### src/swm_params.svh
// timing and field constants of the single-wire manchester slave link
`ifndef SWM_PARAMS_SVH
`define SWM_PARAMS_SVH

// ==========================================
// clock and timing
`define SWM_CLK_MHZ 200
`define SWM_STANDBY_PULSE_NS 600000
`define SWM_STANDBY_CYC ((`SWM_STANDBY_PULSE_NS * `SWM_CLK_MHZ + 999) / 1000)
`define SWM_HEADER_LOW_NS 5000
`define SWM_HEADER_LOW_CYC ((`SWM_HEADER_LOW_NS * `SWM_CLK_MHZ + 999) / 1000)

// ==========================================
// counter widths and limits
`define SWM_CW 20
`define SWM_CNT_MAX 20'hFFFFF
`define SWM_TE_MIN_CYC 20'h00008
`define SWM_DRIFT_SHIFT 3

// ==========================================
// bit and frame positions
`define SWM_LAST_DATA_BIT 4'h7
`define SWM_MAK_BIT 4'h8
`define SWM_SAK_BIT 4'h9
`define SWM_SYNC_LAST_EDGE 4'h8
`define SWM_FRAME_MAX 2'h3
`define SWM_ADDR12_PREFIX 4'hF

`endif

### src/swm_pkg.sv
// types of the single-wire manchester slave link
package swm_pkg;

   // ==========================================
   // link states
   typedef enum logic [2:0] {
      ST_IDLE,
      ST_STANDBY,
      ST_HDR_LOW,
      ST_HDR_SYNC,
      ST_FRAME
   } swm_state_t;

endpackage : swm_pkg

### src/swm_link.sv
// slave end of the single-wire manchester link with a two-entry receive buffer
`timescale 1ns/10ps
`default_nettype none
`include "swm_params.svh"

// Overview of operation
// - long high pulse puts slave into standby
// - standby pulse aborts any running command
// - bad ending or byte count is error
// - middle edge direction carries bit value
// - boundary edge only between equal bits
// - tolerate small edge jitter when decoding
// - track bit period drift within command
// - msb-first bytes, bits back to back
// - two-bit acknowledge slot after each byte
// - master_nack ends command, starts processing
// - slave_ack is one, nack leaves undriven
// - no slave_ack until address completes
// - bit period taken from sync byte
// - output tri-stated unless driving own bit
// - standby drops power unless background busy
// - idle ignores traffic until standby pulse
// - standby waits for falling header edge
// - header bit time counted then divided
// - master_ack edge realigns phase and frequency
module swm_link #(
   parameter int unsigned STBY_CYC = `SWM_STANDBY_CYC
) (
   input wire logic clk,
   input wire logic rst,
   input wire logic line_in,
   output logic line_out,
   output logic line_oe,
   input wire logic addr12_mode,
   input wire logic [11:0] dev_addr,
   input wire logic tx_dir,
   input wire logic [7:0] tx_data,
   input wire logic tx_valid,
   output logic tx_ready,
   output logic [7:0] rx_data,
   output logic rx_valid,
   input wire logic rx_ready,
   input wire logic cmd_abort,
   input wire logic bg_busy,
   output logic selected,
   output logic cmd_done,
   output logic link_err,
   output logic low_power,
   output swm_pkg::swm_state_t link_state
);
   import swm_pkg::*;

   // ==========================================
   // declarations
   swm_state_t state_reg;
   logic sync1_reg, line_reg, line_d_reg;
   logic armed_reg;
   logic [`SWM_CW-1:0] hi_cnt_reg, meas_reg, te_reg, ph_reg;
   logic [3:0] edge_cnt_reg, bit_reg;
   logic [1:0] frame_reg;
   logic q1_reg, mak_reg, tx_mode_reg, sak_en_reg;
   logic [7:0] shift_reg, tx_byte_reg;
   logic selected_reg, cmd_done_reg, link_err_reg, tx_ready_reg, low_power_reg;
   logic push_reg;
   logic [7:0] push_data_reg;
   logic head_v_reg, spare_v_reg;
   logic [7:0] head_d_reg, spare_d_reg;
   logic line_out_reg, line_oe_reg;

   logic rise, fall, stby_seen, bit_end, master_bit, full, pop, addr_hi, addr_last;
   logic drive, drive_bit;
   logic [`SWM_CW-1:0] half, quarter, three_q, meas_te;
   logic signed [`SWM_CW:0] phase_err;

   // ==========================================
   // line synchroniser and edge finder
   // reset to high: the idle bus level, so no false edge at release
   always_ff @(posedge clk or posedge rst) begin
      if (rst) begin
         sync1_reg <= 1'b1;
         line_reg <= 1'b1;
         line_d_reg <= 1'b1;
      end else begin
         sync1_reg <= line_in;
         line_reg <= sync1_reg;
         line_d_reg <= line_reg;
      end
   end

   assign rise = line_reg & ~line_d_reg;
   assign fall = ~line_reg & line_d_reg;

   // ==========================================
   // standby pulse detector
   // a line held high since reset is not trusted until a rising edge is seen
   always_ff @(posedge clk or posedge rst) begin
      if (rst) begin
         armed_reg <= 1'b0;
      end else if (rise) begin
         armed_reg <= 1'b1;
      end
   end

   always_ff @(posedge clk or posedge rst) begin
      if (rst) begin
         hi_cnt_reg <= '0;
      end else if (!line_reg || !armed_reg) begin
         hi_cnt_reg <= '0;
      end else if (hi_cnt_reg != `SWM_CW'(STBY_CYC)) begin
         hi_cnt_reg <= hi_cnt_reg + 1'b1;
      end
   end

   // an event, not a level: a level would mask the header's falling edge
   assign stby_seen = line_reg && armed_reg && hi_cnt_reg == `SWM_CW'(STBY_CYC - 1);

   // ==========================================
   // bit timing helpers
   // sampling a quarter period each side of the middle absorbs edge jitter
   assign half = te_reg >> 1;
   assign quarter = te_reg >> 2;
   assign three_q = half + quarter;
   assign bit_end = ph_reg == te_reg - 1'b1;
   assign master_bit = (bit_reg <= `SWM_LAST_DATA_BIT && !tx_mode_reg) || bit_reg == `SWM_MAK_BIT;
   assign phase_err = $signed({1'b0, ph_reg}) - $signed({1'b0, half});
   assign meas_te = (meas_reg + 1'b1) >> 3;
   assign full = head_v_reg & spare_v_reg;
   assign pop = head_v_reg & rx_ready;
   assign addr_hi = addr12_mode && frame_reg == 2'h1;
   assign addr_last = addr12_mode ? frame_reg == 2'h2 : frame_reg == 2'h1;

   // ==========================================
   // link state machine
   always_ff @(posedge clk or posedge rst) begin
      if (rst) begin
         state_reg <= ST_IDLE;
         meas_reg <= '0;
         edge_cnt_reg <= 4'h0;
         te_reg <= `SWM_TE_MIN_CYC;
         ph_reg <= '0;
         bit_reg <= 4'h0;
         frame_reg <= 2'h0;
         q1_reg <= 1'b0;
         mak_reg <= 1'b0;
         shift_reg <= 8'h00;
         tx_mode_reg <= 1'b0;
         tx_byte_reg <= 8'h00;
         sak_en_reg <= 1'b0;
         selected_reg <= 1'b0;
         cmd_done_reg <= 1'b0;
         link_err_reg <= 1'b0;
         tx_ready_reg <= 1'b0;
         push_reg <= 1'b0;
         push_data_reg <= 8'h00;
      end else begin
         cmd_done_reg <= 1'b0;
         link_err_reg <= 1'b0;
         tx_ready_reg <= 1'b0;
         push_reg <= 1'b0;
         if (stby_seen) begin
            state_reg <= ST_STANDBY;
            selected_reg <= 1'b0;
         end else if (cmd_abort && state_reg == ST_FRAME) begin
            state_reg <= ST_IDLE;
            selected_reg <= 1'b0;
            link_err_reg <= 1'b1;
         end else begin
            unique case (state_reg)
               ST_IDLE: begin
                  state_reg <= ST_IDLE;
               end
               ST_STANDBY: begin
                  if (fall) begin
                     state_reg <= ST_HDR_LOW;
                     meas_reg <= '0;
                  end
               end
               ST_HDR_LOW: begin
                  if (meas_reg != `SWM_CNT_MAX) begin
                     meas_reg <= meas_reg + 1'b1;
                  end
                  if (rise) begin
                     // a glitch shorter than the header low time is not a header
                     if (meas_reg < `SWM_CW'(`SWM_HEADER_LOW_CYC)) begin
                        state_reg <= ST_IDLE;
                        link_err_reg <= 1'b1;
                     end else begin
                        state_reg <= ST_HDR_SYNC;
                        meas_reg <= '0;
                        edge_cnt_reg <= 4'h0;
                     end
                  end
               end
               ST_HDR_SYNC: begin
                  meas_reg <= meas_reg + 1'b1;
                  if (meas_reg == `SWM_CNT_MAX) begin
                     state_reg <= ST_IDLE;
                     link_err_reg <= 1'b1;
                  end else if (rise || fall) begin
                     edge_cnt_reg <= edge_cnt_reg + 1'b1;
                     // eight middle edges, then the falling boundary into master_ack
                     if (edge_cnt_reg == `SWM_SYNC_LAST_EDGE) begin
                        if (!fall || meas_te < `SWM_TE_MIN_CYC) begin
                           state_reg <= ST_IDLE;
                           link_err_reg <= 1'b1;
                        end else begin
                           te_reg <= meas_te;
                           ph_reg <= `SWM_CW'(1);
                           bit_reg <= `SWM_MAK_BIT;
                           frame_reg <= 2'h0;
                           tx_mode_reg <= 1'b0;
                           sak_en_reg <= 1'b0;
                           state_reg <= ST_FRAME;
                        end
                     end
                  end
               end
               ST_FRAME: begin
                  ph_reg <= bit_end ? '0 : ph_reg + 1'b1;
                  if (master_bit && ph_reg == quarter) begin
                     q1_reg <= line_reg;
                  end
                  if (master_bit && ph_reg == three_q) begin
                     if (line_reg == q1_reg) begin
                        state_reg <= ST_IDLE;
                        selected_reg <= 1'b0;
                        link_err_reg <= 1'b1;
                     end else if (bit_reg == `SWM_MAK_BIT) begin
                        mak_reg <= line_reg;
                     end else begin
                        shift_reg <= {shift_reg[6:0], line_reg};
                     end
                  end
                  if (bit_reg == `SWM_MAK_BIT && rise && ph_reg >= quarter && ph_reg <= three_q) begin
                     ph_reg <= half + 1'b1;
                     te_reg <= `SWM_CW'($signed({1'b0, te_reg}) + (phase_err >>> `SWM_DRIFT_SHIFT));
                  end
                  if (bit_end) begin
                     bit_reg <= (bit_reg == `SWM_SAK_BIT) ? 4'h0 : bit_reg + 1'b1;
                     if (bit_reg == `SWM_LAST_DATA_BIT) begin
                        if (tx_mode_reg) begin
                           sak_en_reg <= 1'b1;
                        end else if (selected_reg) begin
                           // a full buffer answers slave_nack so the master retries
                           sak_en_reg <= !full;
                           push_reg <= !full;
                           push_data_reg <= shift_reg;
                        end else if (addr_hi) begin
                           sak_en_reg <= 1'b0;
                           if (shift_reg != {`SWM_ADDR12_PREFIX, dev_addr[11:8]}) begin
                              state_reg <= ST_IDLE;
                           end
                        end else if (addr_last && shift_reg == dev_addr[7:0]) begin
                           selected_reg <= 1'b1;
                           sak_en_reg <= 1'b1;
                        end else begin
                           state_reg <= ST_IDLE;
                        end
                     end
                     if (bit_reg == `SWM_SAK_BIT) begin
                        if (!mak_reg) begin
                           selected_reg <= 1'b0;
                           if (sak_en_reg) begin
                              cmd_done_reg <= 1'b1;
                              state_reg <= ST_STANDBY;
                           end else begin
                              state_reg <= ST_IDLE;
                              link_err_reg <= 1'b1;
                           end
                        end else if (selected_reg && !sak_en_reg) begin
                           state_reg <= ST_IDLE;
                           selected_reg <= 1'b0;
                           link_err_reg <= 1'b1;
                        end else begin
                           frame_reg <= (frame_reg == `SWM_FRAME_MAX) ? frame_reg : frame_reg + 1'b1;
                           sak_en_reg <= 1'b0;
                           tx_mode_reg <= 1'b0;
                           if (selected_reg && tx_dir) begin
                              // no byte ready when the master expects one breaks the count
                              if (tx_valid) begin
                                 tx_byte_reg <= tx_data;
                                 tx_ready_reg <= 1'b1;
                                 tx_mode_reg <= 1'b1;
                              end else begin
                                 state_reg <= ST_IDLE;
                                 selected_reg <= 1'b0;
                                 link_err_reg <= 1'b1;
                              end
                           end
                        end
                     end
                  end
               end
            endcase
         end
      end
   end

   // ==========================================
   // line driver
   // levels per half bit give the boundary edge between equal bits by themselves
   assign drive = state_reg == ST_FRAME &&
                  ((bit_reg <= `SWM_LAST_DATA_BIT && tx_mode_reg) ||
                   (bit_reg == `SWM_SAK_BIT && sak_en_reg));
   assign drive_bit = (bit_reg == `SWM_SAK_BIT) ? 1'b1 : tx_byte_reg[~bit_reg[2:0]];

   always_ff @(posedge clk or posedge rst) begin
      if (rst) begin
         line_oe_reg <= 1'b0;
         line_out_reg <= 1'b1;
      end else begin
         line_oe_reg <= drive;
         line_out_reg <= drive ? ((ph_reg < half) ? ~drive_bit : drive_bit) : 1'b1;
      end
   end

   // ==========================================
   // two-entry receive buffer
   always_ff @(posedge clk or posedge rst) begin
      if (rst) begin
         head_v_reg <= 1'b0;
         spare_v_reg <= 1'b0;
         head_d_reg <= 8'h00;
         spare_d_reg <= 8'h00;
      end else if (push_reg && pop) begin
         head_d_reg <= spare_v_reg ? spare_d_reg : push_data_reg;
         spare_d_reg <= push_data_reg;
      end else if (pop) begin
         head_d_reg <= spare_d_reg;
         head_v_reg <= spare_v_reg;
         spare_v_reg <= 1'b0;
      end else if (push_reg) begin
         if (!head_v_reg) begin
            head_d_reg <= push_data_reg;
            head_v_reg <= 1'b1;
         end else begin
            spare_d_reg <= push_data_reg;
            spare_v_reg <= 1'b1;
         end
      end
   end

   // ==========================================
   // power state
   always_ff @(posedge clk or posedge rst) begin
      if (rst) begin
         low_power_reg <= 1'b0;
      end else begin
         low_power_reg <= (state_reg == ST_IDLE || state_reg == ST_STANDBY) && !bg_busy;
      end
   end

   // ==========================================
   // outputs
   assign line_out = line_out_reg;
   assign line_oe = line_oe_reg;
   assign tx_ready = tx_ready_reg;
   assign rx_data = head_d_reg;
   assign rx_valid = head_v_reg;
   assign selected = selected_reg;
   assign cmd_done = cmd_done_reg;
   assign link_err = link_err_reg;
   assign low_power = low_power_reg;
   assign link_state = state_reg;

endmodule : swm_link
`default_nettype wire

### config.mk
export PLATFORM = sky130hd
export DESIGN_NAME = swm_link
export DESIGN_NICKNAME = d
export VERILOG_FILES = /design/src/swm_pkg.sv /design/src/swm_link.sv
export VERILOG_INCLUDE_DIRS = /design/src /design/src/src
export SDC_FILE = /design/constraint.sdc
export NUM_CORES = 1
export LEC_CHECK = 0
export ABC_CLOCK_PERIOD_IN_PS = 6910
export BUFFER_PORTS_ARGS = -buffer_cell sky130_fd_sc_hd__buf_2
export CAP_MARGIN = 0
export CORE_MARGIN = 3
export CORE_UTILIZATION = 25
export CTS_CLUSTER_DIAMETER = 120
export DETAILED_ROUTE_END_ITERATION = 8
export HOLD_SLACK_MARGIN = 0.08
export SLEW_MARGIN = 20
export SYNTH_ARGS = -nofsm -noshare
export SYNTH_HDL_FRONTEND = slang
export SYNTH_SLANG_ARGS = --single-unit
### constraint.sdc
create_clock -name clk -period 6.91 [get_ports clk]
set_input_delay 1.382 -clock clk [delete_from_list [all_inputs] [get_ports clk]]
set_output_delay 1.382 -clock clk [all_outputs]
set_load 0.02 [all_outputs]
==> impl_metrics.ini <==
[run_status]
status = finished, final reports clean

[setup_path]
crit_path_end = ph_reg[4]
crit_buf_inv = 2
cp-end-kind = flip-flop
required_ns = 7.24
worstPathArrival_ns = 6.60
r2r_start = te_reg[3]
r2r_cells = 21
reg2reg_to = ph_reg[4]
crit_type = reg2reg
crit_slowest_cell = a2111oi_0
worstSetupStartpointType = flip-flop
reg2reg_slack_ns = 0.64
max_stage_delay_ns = 0.64
cp_top_family = compound AO/OA/AOI/OAI gates
cp_num_cells = 21
crit_path_cell_trace = inv_1 -> ha_1 -> a21o_1 -> a21oi_1 -> o211ai_1 -> a2111oi_0 -> o311ai_0 -> nand2_1 -> nand3b_1 -> a21o_1 -> xor2_1 -> ha_1 -> nand4_1 -> nor4_1 -> nand4_1 -> o41ai_1 -> nand3_1 -> buf_4 -> nand3_1 -> o21ai_0 -> a211o_1
setup.worst_path.start = te_reg[3]
worst-path-max-fanout = 23

[cells_and_area]
multi_input_area_um2 = 8150
n_antenna_cell = 0
regArea_um2 = 3780
final_layout_size_suffix_gt1_share_pct = 10.1
stdcell_count = 2130
n_fill_cell = 5177
fin_nets = 1616
area_growth_pct = 12.9
fin_util_pct = 28.6

[yosys]
synthXorXnorAreaFrac_pct = 10.4
synth_edf_count = 0
synthAdderAreaFrac_pct = 13.6
syn_area_um2 = 12400
yosys_warnings = 0
synthMuxAreaShare_pct = 4.90
syn_inst = 1423
synth_compound_area_share_pct = 18.6
synth-main-ff-cell = dfrtp_1
syn_nets = 1586
synth_top_area_share_pct = 29.4
synth_async_sr_flop_share_pct = 100
synth.area.top_cells = dfrtp_1 29%, ha_1 13%, xnor2_1 5.7%
synth_cell_types = 78
synth-simple-area-share_pct = 18.1
synth_largest_area_cell = dfrtp_1
synth_top_family_by_area = compound AO/OA/AOI/OAI gates
syn_avg_cell_area_um2 = 8.72
seq_area_frac_synth_pct = 30.5
synth-seq-cells = 151

[timing]
worstMarginPinSlew_ns = 0.993
finalMaxSlewViolations = 0
fin_skew_ns = 0.0159
max_freq_ghz = 0.159
timing.hold.ws_ns = 0.356
finalCriticalPeriod_ns = 6.27
slew_headroom_pct = 33.2
tns_ns = 0
grt_setup_unrepaired = false
setup_slack_ns = 0.638
hold_viol_final = 0
setup_viol = 0
timing.final.crit_share_pct = 90.8

[clock_tree]
holdBufCountCts = 0
cts_tree = built
clkTransAtPathRegs_ns = 0.07
cts_buffers = 17
clkLatencyLatePin_ns = 0.44
htree_levels = 4
cts_sinks = 151
cts_root_buffer = clkbuf_16
post_cts_resized = 0
postCtsSetupBuffers = 0
clockBufferDepth = 2

[placed_design]
hpwl_mm = 25.5
dpl.cell_count = 2098
gp_congestion = 0.892
portBuffers = 47
place_ws_ns = 0.791

[global_routing]
met2_usage_pct = 21.2
met3_usage_pct = 1.66
grt_pass1_vias = 10600
grt_usage_pct = 12.8
gr-total-overflow = 0
use_met1_pct = 17.5
grt_max_degree = 89
busiest_layer = met2
antenna_found_initial = 0
grt_pass1_wl_mm = 55.5

[pwr]
p_leak_nw = 6.30
peakVddDrop_mv = 0.157
p_per_area_nw_per_um2 = 161

[hold_path]
hold_class = reg2reg
hold_start = sync1_reg
hold_depth = 0

[flow_run]
max-cap-violations = 0

[die]
core_um2 = 49000
die_y_um = 229
die-area_um2 = 52400
io_pins = 48
initial_utilization_pct = 25.4
rows = 81
dieWidth_um = 229

[detailed_routing]
drc_errors = 0
antenna_left = 0
avgRoutedWirePerCell_um = 15.6
vias = 10600
dr.pass1.iters = 6
drt-initial-drc-count = 728
avgViaCountPerCell = 4.97
wirelength_mm = 33.1
power by group:
part / switching (mW) / internal (mW) / leakage, nW / total [mW]
Clock: 0.438 / 0.586 / 0.313 / 1.02
Sequential: 0.0551 / 0.919 / 2.01 / 0.975
Combinational: 0.167 / 0.0880 / 3.98 / 0.255
placed cells by master, fill, tap and decap left out, types with 55 or more instances in the layout:
cell     instances
nand3_1         55
dfrtp_1        146
xnor2_1         81
o21ai_0        120
nand2_1        115
nor2_1         106
inv_1           82
ha_1           132
xor2_1          58
a21oi_1         80
stage by stage:
stage	power (mW)	cell area [um^2]
after floorplan	1.17	12400
after global routing	2.36	14000
after detailed placement	1.25	13400
after global placement	1.24	13400
final	2.25	14000
after CTS	2.28	14000
metal layers:
metal | vias up | share of wire (%) | wire length [um]
met5 | - | 0 | 0
met4 | 0 | 1.6 | 544
met3 | 31 | 3.6 | 1180
met2 | 201 | 47 | 15500
met1 | 5160 | 48 | 15900
li1 | 5203 | - | -
cell type report:
type / count / share of cell area (%)
multi-input combinational: 1144 / 58.1
tap: 664 / 5.93
timing repair buffer: 56 / 2.16
inverter: 83 / 2.26
clock inverter: 15 / 1.49
sequential: 151 / 27.0
clock buffer: 17 / 3.03
worst min-delay path by stage:
stage / endpoint / slack (ns)
final: line_reg / 0.36
after floorplan: line_reg / 0.35
after detailed placement: line_reg / 0.35
after global routing: line_reg / 0.36
after CTS: line_reg / 0.36
after global placement: line_reg / 0.35
Yosys cell counts (4+ instances only):
library cell and count:
a2111oi_0 4, a211o_1 5, a211oi_1 10, a21o_1 27, a21oi_1 80, a22o_1 13, a31oi_1 8, and2_1 6
and3_1 26, and4_1 9, buf_2 4, clkbuf_1 40, dfrtp_1 146, dfstp_2 5, ha_1 132, inv_1 83
mux2_2 26, mux2_4 8, mux2i_1 15, nand2_1 115, nand2b_1 15, nand3_1 55, nand4_1 25, nor2_1 106
nor2b_1 10, nor3_1 39, nor4_1 11, o21a_1 6, o21ai_0 121, o21bai_1 10, o221ai_1 4, o22ai_1 8
o2bb2ai_1 4, o31ai_1 13, o32ai_1 7, o41ai_1 5, or2_2 7, or3_1 12, or4_1 6, xnor2_1 81
xor2_1 58
cell families after synthesis:
group | Yosys count
AND/OR/NAND/NOR | 455
adder cells (fa/ha/maj) | 134
multiplexers | 51
XOR/XNOR | 142
flip-flops | 151
AO/OA/AOI/OAI | 362
buffers and inverters | 128
No activity file was read; power rests on OpenSTA's default activity.
